<file path="config.mk">
export PLATFORM = sky130hd
export DESIGN_NAME = phy_expanded_access_next_page
export DESIGN_NICKNAME = d
export VERILOG_FILES = /design/src/hdl/mgmt_regs_pkg.sv /design/src/hdl/exp_mem_if.sv /design/src/hdl/expanded_store.sv /design/src/hdl/phy_expanded_access_next_page.sv
export SDC_FILE = /design/constraint.sdc
export NUM_CORES = 2
export LEC_CHECK = 0
export ABC_AREA = 1
export CORE_MARGIN = 3
export CORE_UTILIZATION = 45
export CTS_CLUSTER_SIZE = 28
export DETAILED_ROUTE_END_ITERATION = 10
export DONT_BUFFER_PORTS = 1
export PLACE_DENSITY = 0.64
export SYNTH_ARGS = -nofsm -noshare
export SYNTH_HDL_FRONTEND = slang
export SYNTH_SLANG_ARGS = --single-unit
</file>
<file path="constraint.sdc">
create_clock -name core_clk_in -period 2.9 [get_ports core_clk_in]
set_input_delay 0.29 -clock core_clk_in [delete_from_list [all_inputs] [get_ports core_clk_in]]
set_output_delay 0.29 -clock core_clk_in [all_outputs]
set_load 0.02 [all_outputs]
</file>
<file path="src/hdl/mgmt_regs_pkg.sv">
// Constants shared by the management register bank and its expanded window
`default_nettype none
package mgmt_regs_pkg;
	// Register offsets on the management port (5-bit register address)
	localparam logic [4:0] REG_BASIC_CONTROL = 5'h00;
	localparam logic [4:0] REG_AUTONEG_ADVERTISEMENT = 5'h04;
	localparam logic [4:0] REG_NEXT_PAGE_TRANSMIT = 5'h07;
	localparam logic [4:0] REG_NEXT_PAGE_RECEIVE = 5'h08;
	localparam logic [4:0] REG_EXPANDED_ACCESS_ENABLE = 5'h16;
	localparam logic [4:0] REG_EXPANDED_DATA_WINDOW = 5'h1D;
	localparam logic [4:0] REG_EXPANDED_ADDRESS_POINTER = 5'h1E;
	// Field positions
	localparam int BC_RESTART_AN_BIT = 9;
	localparam int BC_ISOLATE_BIT = 10;
	localparam int BC_POWER_DOWN_BIT = 11;
	localparam int BC_AN_ENABLE_BIT = 12;
	localparam int BC_SOFT_RESET_BIT = 15;
	localparam int ADV_ASYM_PAUSE_BIT = 11;
	localparam int NEXT_PAGE_FOLLOWS_FLAG_BIT = 15;
	// Values
	localparam logic [15:0] BASIC_CONTROL_RESET = 16'h1000;
	localparam logic [15:0] ADVERTISEMENT_RESET = 16'h01E1;
	localparam logic [15:0] EXPANDED_ENABLE_KEY = 16'h000D;
	localparam logic [15:0] EXP_ADDR_ASYM_PAUSE = 16'h8084;
	localparam logic [15:0] EXP_ADDR_NP_NOTICE = 16'h80DD;
	localparam logic [15:0] EXP_NP_NOTICE_VALUE = 16'h0040;
	// Expanded storage: 8-bit locations indexed by the low pointer bits
	localparam int EXP_INDEX_BITS = 8;
	localparam int EXP_DEPTH = 256;
	// Isolate release times and derived cycle counts at 100 MHz
	localparam int CLK_PERIOD_NS = 10;
	localparam int ISOLATE_CLEAR_US = 100;
	localparam int RESET_RELEASE_US = 500;
	localparam int ISOLATE_CLEAR_CYCLES = (ISOLATE_CLEAR_US * 1000) / CLK_PERIOD_NS;
	localparam int RESET_RELEASE_CYCLES = (RESET_RELEASE_US * 1000) / CLK_PERIOD_NS;
	localparam int TIMER_BITS = 16;
	// Negotiation states
	typedef enum logic [3:0] {
		NEG_IDLE = 4'b0001,
		NEG_SEND = 4'b0010,
		NEG_WAIT = 4'b0100,
		NEG_DONE = 4'b1000
	} neg_state_e;
endpackage
`default_nettype wire

</file>
<file path="src/hdl/exp_mem_if.sv">
// Carrier between the register bank and the expanded storage
`default_nettype none
interface exp_mem_if;
	logic wr_en;
	logic [mgmt_regs_pkg::EXP_INDEX_BITS-1:0] addr;
	logic [7:0] wr_data;
	logic [7:0] rd_data;
	modport bank (output wr_en, output addr, output wr_data, input rd_data);
	modport mem (input wr_en, input addr, input wr_data, output rd_data);
endinterface
`default_nettype wire

</file>
<file path="src/hdl/expanded_store.sv">
// Expanded address space storage, flip-flops indexed by the pointer
`default_nettype none
module expanded_store (
	input wire logic core_clk_in, // System clock
	input wire logic rstn_in, // Synchronous reset, active low
	exp_mem_if.mem port_if // Access from the register bank
);
	logic [7:0] cells [mgmt_regs_pkg::EXP_DEPTH];

	// Cells clear on reset so reads are defined
	always_ff @(posedge core_clk_in) begin
		if (!rstn_in) begin
			for (int i = 0; i < mgmt_regs_pkg::EXP_DEPTH; i++) begin
				cells[i] <= 8'h00;
			end
		end else if (port_if.wr_en) begin
			cells[port_if.addr] <= port_if.wr_data;
		end
	end

	// Combinational read; the bank registers the result
	assign port_if.rd_data = cells[port_if.addr];
endmodule // expanded_store
`default_nettype wire

</file>
<file path="src/hdl/phy_expanded_access_next_page.sv">
// Management register bank with expanded window and next-page handling
// Operation
// - Isolate clear reaches normal within 100 us
// - Reset release reaches normal within 500 us
// - Asymmetric pause advertisement bit read-only zero
// - Key 0x0D at 0x16 opens window
// - Register 0x1E points into expanded space
// - Data register reads/writes pointed location
// - Pointer increments after each data access
// - Device ends exchange after own final page
// - Equal or fewer partner pages completes normally
// - Notice write at 0x80DD flags loaded page
// - Writing zero clears next-page receive register
// - Bits 12 and 9 enable and restart
`default_nettype none
module phy_expanded_access_next_page (
	input wire logic core_clk_in, // System clock, 100 MHz
	input wire logic rstn_in, // Synchronous reset, active low
	input wire logic reg_wr_in, // Management write strobe, one cycle
	input wire logic reg_rd_in, // Management read strobe, one cycle
	input wire logic [4:0] reg_addr_in, // Register address
	input wire logic [15:0] reg_wdata_in, // Write data
	input wire logic page_rx_valid_in, // Partner page received, one cycle
	input wire logic [15:0] page_rx_data_in, // Partner page word
	output logic [15:0] reg_rdata_out, // Read data, valid cycle after strobe
	output logic isolate_out, // Device held in isolate mode
	output logic page_tx_valid_out, // Own page sent, one cycle
	output logic [15:0] page_tx_data_out, // Own page word
	output logic neg_complete_out, // Negotiation completed
	output logic neg_failed_out, // Exchange ended early, no link
	output logic asym_pause_adv_out // Asymmetric pause advertised
);
	logic [15:0] basic_control;
	logic [15:0] advertisement;
	logic [15:0] next_page_transmit;
	logic [15:0] next_page_receive;
	logic [15:0] expanded_access_enable;
	logic [15:0] expanded_address_pointer;
	logic asym_pause_cfg;
	logic np_loaded;
	logic [mgmt_regs_pkg::TIMER_BITS-1:0] iso_timer;
	mgmt_regs_pkg::neg_state_e neg_state;
	logic window_open;
	logic data_access;
	logic data_write;
	logic restart_req;
	logic [15:0] next_rdata;
	exp_mem_if mem_if ();

	expanded_store u_store (
		.core_clk_in(core_clk_in),
		.rstn_in(rstn_in),
		.port_if(mem_if)
	);

	// Register write decode shared by several processes
	function automatic logic hit(input logic [4:0] a, input logic [4:0] r);
		return a == r;
	endfunction

	// Window opens only on the exact key value
	assign window_open = (expanded_access_enable == mgmt_regs_pkg::EXPANDED_ENABLE_KEY);
	assign data_access = window_open && (reg_wr_in || reg_rd_in)
		&& hit(reg_addr_in, mgmt_regs_pkg::REG_EXPANDED_DATA_WINDOW);
	assign data_write = data_access && reg_wr_in;
	assign restart_req = reg_wr_in && hit(reg_addr_in, mgmt_regs_pkg::REG_BASIC_CONTROL)
		&& reg_wdata_in[mgmt_regs_pkg::BC_AN_ENABLE_BIT]
		&& reg_wdata_in[mgmt_regs_pkg::BC_RESTART_AN_BIT];

	// Storage addressed by the pointer as it stands before the increment
	assign mem_if.addr = expanded_address_pointer[mgmt_regs_pkg::EXP_INDEX_BITS-1:0];
	assign mem_if.wr_en = data_write;
	assign mem_if.wr_data = reg_wdata_in[7:0];

	// Basic control; restart bit self-clears, soft reset returns defaults
	always_ff @(posedge core_clk_in) begin
		if (!rstn_in) begin
			basic_control <= mgmt_regs_pkg::BASIC_CONTROL_RESET;
		end else if (reg_wr_in && hit(reg_addr_in, mgmt_regs_pkg::REG_BASIC_CONTROL)) begin
			if (reg_wdata_in[mgmt_regs_pkg::BC_SOFT_RESET_BIT]) begin
				basic_control <= mgmt_regs_pkg::BASIC_CONTROL_RESET;
			end else begin
				basic_control <= reg_wdata_in;
				basic_control[mgmt_regs_pkg::BC_RESTART_AN_BIT] <= 1'b0;
			end
		end
	end

	// Advertisement; the pause bit is never taken from a direct write
	always_ff @(posedge core_clk_in) begin
		if (!rstn_in) begin
			advertisement <= mgmt_regs_pkg::ADVERTISEMENT_RESET;
		end else if (reg_wr_in && hit(reg_addr_in, mgmt_regs_pkg::REG_AUTONEG_ADVERTISEMENT)) begin
			advertisement <= reg_wdata_in;
			advertisement[mgmt_regs_pkg::ADV_ASYM_PAUSE_BIT] <= 1'b0;
		end
	end

	// Transmit page word and access key
	always_ff @(posedge core_clk_in) begin
		if (!rstn_in) begin
			next_page_transmit <= 16'h0000;
			expanded_access_enable <= 16'h0000;
		end else if (reg_wr_in) begin
			if (hit(reg_addr_in, mgmt_regs_pkg::REG_NEXT_PAGE_TRANSMIT)) begin
				next_page_transmit <= reg_wdata_in;
			end
			if (hit(reg_addr_in, mgmt_regs_pkg::REG_EXPANDED_ACCESS_ENABLE)) begin
				expanded_access_enable <= reg_wdata_in;
			end
		end
	end

	// Pointer: a direct load wins, otherwise advance after each data access
	always_ff @(posedge core_clk_in) begin
		if (!rstn_in) begin
			expanded_address_pointer <= 16'h0000;
		end else if (reg_wr_in && hit(reg_addr_in, mgmt_regs_pkg::REG_EXPANDED_ADDRESS_POINTER)) begin
			expanded_address_pointer <= reg_wdata_in;
		end else if (data_access) begin
			expanded_address_pointer <= expanded_address_pointer + 16'h0001;
		end
	end

	// Special expanded locations that steer the block's own behaviour
	always_ff @(posedge core_clk_in) begin
		if (!rstn_in) begin
			asym_pause_cfg <= 1'b0;
			np_loaded <= 1'b0;
		end else begin
			if (data_write && expanded_address_pointer == mgmt_regs_pkg::EXP_ADDR_ASYM_PAUSE) begin
				asym_pause_cfg <= reg_wdata_in[0];
			end
			if (data_write && expanded_address_pointer == mgmt_regs_pkg::EXP_ADDR_NP_NOTICE
				&& reg_wdata_in == mgmt_regs_pkg::EXP_NP_NOTICE_VALUE) begin
				np_loaded <= 1'b1;
			end else if (page_tx_valid_out) begin
				np_loaded <= 1'b0;
			end
		end
	end

	// Receive page register; a new page wins over a same-cycle clear
	always_ff @(posedge core_clk_in) begin
		if (!rstn_in) begin
			next_page_receive <= 16'h0000;
		end else if (page_rx_valid_in && neg_state == mgmt_regs_pkg::NEG_WAIT) begin
			next_page_receive <= page_rx_data_in;
		end else if (reg_wr_in && hit(reg_addr_in, mgmt_regs_pkg::REG_NEXT_PAGE_RECEIVE)) begin
			next_page_receive <= reg_wdata_in;
		end
	end

	// Isolate timer: reload on reset or isolate clear, count down to normal
	always_ff @(posedge core_clk_in) begin
		if (!rstn_in) begin
			isolate_out <= 1'b1;
			iso_timer <= mgmt_regs_pkg::TIMER_BITS'(mgmt_regs_pkg::RESET_RELEASE_CYCLES - 1);
		end else if (reg_wr_in && hit(reg_addr_in, mgmt_regs_pkg::REG_BASIC_CONTROL)) begin
			if (reg_wdata_in[mgmt_regs_pkg::BC_SOFT_RESET_BIT]) begin
				isolate_out <= 1'b1;
				iso_timer <= mgmt_regs_pkg::TIMER_BITS'(mgmt_regs_pkg::RESET_RELEASE_CYCLES - 1);
			end else if (reg_wdata_in[mgmt_regs_pkg::BC_ISOLATE_BIT]) begin
				isolate_out <= 1'b1;
			end else if (basic_control[mgmt_regs_pkg::BC_ISOLATE_BIT]) begin
				iso_timer <= mgmt_regs_pkg::TIMER_BITS'(mgmt_regs_pkg::ISOLATE_CLEAR_CYCLES - 1);
			end
		end else if (isolate_out && !basic_control[mgmt_regs_pkg::BC_ISOLATE_BIT]) begin
			if (iso_timer == '0) begin
				isolate_out <= 1'b0;
			end else begin
				iso_timer <= iso_timer - 1'b1;
			end
		end
	end

	// Next-page exchange: the device stops after its own last page rather
	// than sending a closing page, so a partner page asking for more sets neg_failed_out at once
	always_ff @(posedge core_clk_in) begin
		if (!rstn_in) begin
			neg_state <= mgmt_regs_pkg::NEG_IDLE;
			page_tx_valid_out <= 1'b0;
			page_tx_data_out <= 16'h0000;
			neg_complete_out <= 1'b0;
			neg_failed_out <= 1'b0;
		end else begin
			page_tx_valid_out <= 1'b0;
			if (restart_req) begin
				neg_state <= mgmt_regs_pkg::NEG_SEND;
				neg_complete_out <= 1'b0;
				neg_failed_out <= 1'b0;
			end else begin
				unique case (neg_state)
					mgmt_regs_pkg::NEG_IDLE: begin
					end
					mgmt_regs_pkg::NEG_SEND: begin
						if (np_loaded) begin
							page_tx_valid_out <= 1'b1;
							page_tx_data_out <= next_page_transmit;
							neg_state <= mgmt_regs_pkg::NEG_WAIT;
						end
					end
					mgmt_regs_pkg::NEG_WAIT: begin
						if (page_rx_valid_in) begin
							if (!page_tx_data_out[mgmt_regs_pkg::NEXT_PAGE_FOLLOWS_FLAG_BIT]) begin
								neg_state <= mgmt_regs_pkg::NEG_DONE;
								// Partner wanting more gets no closing page
								neg_failed_out <=
									page_rx_data_in[mgmt_regs_pkg::NEXT_PAGE_FOLLOWS_FLAG_BIT];
								neg_complete_out <=
									!page_rx_data_in[mgmt_regs_pkg::NEXT_PAGE_FOLLOWS_FLAG_BIT];
							end else begin
								neg_state <= mgmt_regs_pkg::NEG_SEND;
							end
						end
					end
					mgmt_regs_pkg::NEG_DONE: begin
					end
				endcase
			end
		end
	end

	// Read multiplexer; the data window returns the pre-increment location
	always_comb begin
		unique case (reg_addr_in)
			mgmt_regs_pkg::REG_BASIC_CONTROL: next_rdata = basic_control;
			mgmt_regs_pkg::REG_AUTONEG_ADVERTISEMENT: next_rdata = advertisement;
			mgmt_regs_pkg::REG_NEXT_PAGE_TRANSMIT: next_rdata = next_page_transmit;
			mgmt_regs_pkg::REG_NEXT_PAGE_RECEIVE: next_rdata = next_page_receive;
			mgmt_regs_pkg::REG_EXPANDED_ACCESS_ENABLE: next_rdata = expanded_access_enable;
			mgmt_regs_pkg::REG_EXPANDED_DATA_WINDOW:
				next_rdata = window_open ? {8'h00, mem_if.rd_data} : 16'h0000;
			mgmt_regs_pkg::REG_EXPANDED_ADDRESS_POINTER: next_rdata = expanded_address_pointer;
			default: next_rdata = 16'h0000;
		endcase
	end

	// Registered read data, held until the next read
	always_ff @(posedge core_clk_in) begin
		if (!rstn_in) begin
			reg_rdata_out <= 16'h0000;
		end else if (reg_rd_in) begin
			reg_rdata_out <= next_rdata;
		end
	end

	// Pause advertisement comes only through the expanded location
	always_ff @(posedge core_clk_in) begin
		if (!rstn_in) begin
			asym_pause_adv_out <= 1'b0;
		end else begin
			asym_pause_adv_out <= asym_pause_cfg;
		end
	end
endmodule // phy_expanded_access_next_page
`default_nettype wire

</file>
---- Word-level counts from Yosys, hierarchy flattened ----
Memories as Yosys holds them, arrays and structs flattened. A register that Yosys moved wholly into a read port is not among the register bits.
Cells that the tools add are included.
storage, ports and cells
  bits in read-only memories .............. 0
  memories kept ........................... 1
  flip-flop bits (word level) ............. 154
  latch bits .............................. 0
  RAM bits ................................ 2048
  bits of input ports ..................... 42
memory list
  memory         words  width  rd ports  clocked after Yosys merged registers in  write ports  RTL line             text
  u_store.cells  256    8      1         1                                        256          expanded_store.sv:8  logic [7:0] cells [mgmt_regs_pkg::EXP_DEPTH];
cells by class
  mux-type cells .......................... 35
  reduce and logical (&&, ||, !) cells .... 37
  $mul .................................... 0
  divide/modulo/power cells ............... 0
  shift operators ......................... 0
  equal/unequal tests ..................... 20
  add/subtract/negate cells ............... 2
  order comparisons ....................... 0
  bitwise gates (word level) .............. 4
operators by type and width
  cell                   count
  $mux 16                10
  $pmux 16 s7            1
  $mux 8                 5
  $eq 16x16->1 const B   2
  $add 16x1->16 const B  1
  $eq 16x4->1 const B    1
  $eq 16x7->1 const B    1
  $logic_not 16->1       1
  $sub 16x1->16 const B  1
  $eq 5x5->1 const B     3
  $mux 15                1
  $ne 3x3->1 const B     5
  $reduce_and 3->1       5
  $logic_and 1x1->1      14
  $mux 1                 13
  $mux 4                 3
  $reduce_bool 2->1      6
  $eq 5x3->1 const B     2
  $pmux 4 s2             1
  $reduce_or 8->1        1
  $ne 2x2->1 const B     3
  $eq 5x4->1 const B     1
  $logic_not 5->1        1
  $eq 4x2->1 const B     1
  other kinds (10)       15

---- Longest topological paths before layout ----
  depth after elaboration ................. 9
  depth in mapped cells ................... 17

---- By module ----
A second synthesis with hierarchy kept.
unflattened totals
  cells, all modules ...................... 11707
  area, all modules ....................... 102029.1 um2
by module, submodules not included
  module                         instances  area each (um2)  seq. area each (um2)  cells each
  expanded_store                 1          94375.5          61499.0               10561
  phy_expanded_access_next_page  1          7653.6           3042.9                1146

---- Worst setup path before layout ----
Ideal clock, no wire load.
  path type ............................... reg-to-reg
  from .................................... register expanded_access_enable[12]
  to ...................................... memory u_store.cells[147][0] (enable)
  setup time .............................. 0.329 ns
  setup slack ............................. 0.437 ns
  stages on the path, launching flop included .. 12
  clock period less this slack ............ 2.463 ns
  path buffers ............................ 1
  arrival time ............................ 2.134 ns
  cells stage by stage .................... dfxtp_1 or2_1 nor4_1 nand3_1 nor2_1 inv_2 nor2_4 nand2_1 nor2_2 buf_4 nand2_1 nand2_1
RTL lines
  what                    RTL line                              text
  start, declared         phy_expanded_access_next_page.sv:37   logic [15:0] expanded_access_enable;
  start signal, assigned  phy_expanded_access_next_page.sv:109  expanded_access_enable <= reg_wdata_in;
  end, declared           expanded_store.sv:8

==> impl_metrics.toml <==
[floorplanning]
die_area_mm2 = 0.226
floorplan.initialDensity_pct = 45.4
core-area_mm2 = 0.218
ioPinCount = 79
die-height_um = 475
fp-row-count = 171
fp.dieW_um = 475

[yosys]
synthMostInstantiatedCell = "nand2_1"
ys_warn_count = 0
synthFlopType = "edfxtp_1"
ys_seq_area_share_pct = 65.3
synth_top_area_share_pct = 62.1
yosysUniqueCellTypes = 37
avgSynthCellArea_um2 = 9.50
syn_nets = 10500
synth-edff-count = 2048
synth.largest_area_cell = "edfxtp_1"
yosys-top-cells-area = "edfxtp_1 62%, nand3_1 10%, nand2_1 10%, nor2_1 8.1%, dfxtp_1 3.2%"
synth_cells = 10400
synth_seq_cells = 2208
synthArstFlopShare_pct = 0
synthesis.area_mm2 = 0.0990
ys_top_cells_by_count = "2739 x nand2_1, 2133 x nor2_1, 2066 x nand3_1"

[sta]
hold_ws_ns = 0.0896
finalMaxSlewViolations = 0
fin_crit_ns = 2.84
rsz0062_at_grt = "true"
relSlewSlack_pct = 17.9
fin_skew_ns = 0.0381
worst_slack_ns = 0.0617
fin_crit_sh_pct = 97.9
finalSetupViolations = 0
hold_viol = 0
tightest_slew_ns = 1.23
fmax_mhz = 352

[final_layout]
fin_area_mm2 = 0.117
syn_to_final_growth_pct = 17.9
nets = 10800
drive_gt1_share_pct = 10.5
fin_util_pct = 53.5

[place]
gp_congestion = 0.936
pre_cts_ws_ns = -0.148
hpwl_mm = 194
placed_cell_area_mm2 = 0.107
io_buffers = 0

[pwr]
clkPwrFrac_pct = 41.9
p_seq_share_pct = 53.1
power_density_mw_per_mm2 = 581
p_int_mw = 52.8
vdd_ir_drop_max_v = 0.000530
switching_share_pct = 22.1
p_leak_nw = 45.1
switching_power_mw = 15.0
comb_power_share_pct = 5.0

[status]
outcome = "complete, no violations"

[grt]
grt_pass1_vias = 75200
grt_max_degree = 347
antenna_found_initial = 9
grt_pass1_wl_mm = 458
gr-usage-all-layers_pct = 26.8
overflow = 0

[route]
drc_errors = 0
ant_nets = 0
drt-pass1-iter-count = 7
num_vias = 79100
avgRoutedWirePerCell_um = 22.4
drt_wl_total_mm = 309
via_per_inst = 5.74
drt-initial-drc-count = 10400

[min_path]
hold_class = "input port to flop"
hold_path_depth = 7
hold-path-endpoint = "np_loaded"
hold_start = "reg_addr_in[2]"

[clock_tree]
cts.path.max_buffers = 3
clock-root-buffer = "clkbuf_16"
cts_made_buffers = 226
cts_tree = "done"
clkTransAtPathRegs_ns = 0.06
clkLatencyLatePin_ns = 0.88
cts_sinks = 2208
cts_max_level = 4

[worst_setup_path]
reg2reg_depth = 16
r2r_end = "reg_rdata_out[3]"
path_max_fanout = 26
worst_ep_arrival_time_ns = 3.54
path_class = "flop to flop"
cp-start-kind = "flop"
r2r_slack_ns = 0.06
required_ns = 3.60
end_kind = "flop"

[job]
cap_viol_max_count = 0
## metal layers
| layer | part of all wire, % | track usage (%) | vias up |
|---|---|---|---|
| li1 | - | - | 36000 |
| met1 | 40 | 36.7 | 38200 |
| met2 | 46 | 42.1 | 4254 |
| met3 | 10 | 5.06 | 635 |
| met4 | 4.0 | 10.8 | 8 |
| met5 | 0.017 | 0 | - |
## final cells by class
class	count	area (µm²)
inverter	121	548
clock buffer	285	6020
fill	18900	101000
timing repair inverter	1	5.00
clock inverter	130	1140
multi-input combinational	7318	31200
sequential	2208	64700
tap	2854	3570
antenna	3	7.51
timing repair buffer	863	9520
## registers in the layout, indices dropped and copies added, names as in the netlist, named ones only
signal and flops:
page_tx_valid_out 1, np_loaded 1, asym_pause_cfg 1, next_page_transmit 16, neg_failed_out 1, isolate_out 1, iso_timer 16, neg_complete_out 1
asym_pause_adv_out 1, expanded_address_pointer 16, next_page_receive 16, advertisement 15, neg_state 4, page_tx_data_out 16, basic_control 14, expanded_access_enable 16
reg_rdata_out 16, u_store.cells 2048
## power groups by stage
stage                     Combinational, mW  Clock, mW  Sequential, mW
after detailed placement               3.19          0            36.7
final                                  3.38       28.4            36.0
after global placement                 3.13          0            36.6
after global routing                   3.60       30.0            36.1
after floorplan                        1.82          0            36.5
after CTS                              3.30       28.7            36.0
## metrics by stage
stage | setup TNS, ns | power, mW | cells
floorplan | 0 | 38.3 | 10400
global placement | -11.06 | 39.8 | 13200
detailed placement | -16.76 | 39.9 | 13200
CTS | 0 | 68.0 | 13800
global route | -0.160 | 69.6 | 13800
finish | 0 | 67.8 | 13800
## worst max-delay path: stages (launching register included)
cell      delay (ns)
dfxtp_4         0.42
clkinv_8        0.20
buf_12          0.25
buf_4           0.17
nand2_1         0.06
nand3_1         0.09
nand3_1         0.15
nand3_1         0.14
nand3_1         0.15
nand3_1         0.21
nand3_1         0.21
buf_12          0.13
nand3_1         0.16
nand3_1         0.14
nand2_1         0.05
nand2_1         0.05
a21oi_1         0.06
## timing repair
action	4_1_cts	5_1_grt
gates resized for setup	10	80
endpoints found under the setup margin	504	1550
pin swaps	1	2
setup buffers	2	14
hold buffers	165	2
cloned	0	7
hold endpoints to repair	2115	633
## worst max path at each step
stage	from	slack [ns]	to
floorplan	expanded_access_enable[12]	0.44	u_store.cells[147][0]
CTS	flop	0.004	reg_rdata_out[3]
global route	flop	-0.06	reg_rdata_out[1]
global placement	expanded_access_enable[12]	-0.12	u_store.cells[113][0]
finish	flop	0.06	reg_rdata_out[3]
detailed placement	expanded_access_enable[12]	-0.15	u_store.cells[17][7]
## cells in the final DEF, fill, tap and decap left out, types with 6 or more instances in the layout
cell	n
buf_16	12
nor3_1	13
dfxtp_1	154
o2111ai_1	8
a21oi_1	108
buf_4	496
o21ai_0	107
nand3_1	2051
inv_2	6
clkbuf_1	50
a31oi_1	20
nor2_2	8
o221ai_1	6
a22oi_1	6
clkinv_1	60
nand4_1	13
a211oi_1	6
bufinv_16	18
edfxtp_1	2048
nor2_1	2127
a221oi_1	9
nand2_2	63
nor4_1	8
buf_12	181
o22ai_1	6
dlygate4sd3_1	165
nand2_1	2691
nor2_4	17
inv_1	96
nand3_2	15
o211ai_1	8
clkinv_2	44
clkbuf_16	237
inv_8	10
## logic make-up (layout without fill, tap and decap cells)
family | count (synthesis) | after routing | synth area share [%]
buffers and inverters | 895 | 1400 | 3.48
and+or+nand+nor | 7015 | 7015 | 29.4
xor gates and xnor gates | 7 | 7 | 0.0619
adders and majority gates | 5 | 5 | 0.0632
other | 0 | 3 | 0
AOI/OAI and AO/OA | 291 | 291 | 1.66
DFF | 2208 | 2208 | 65.3
(Power assumes the default switching activity.)
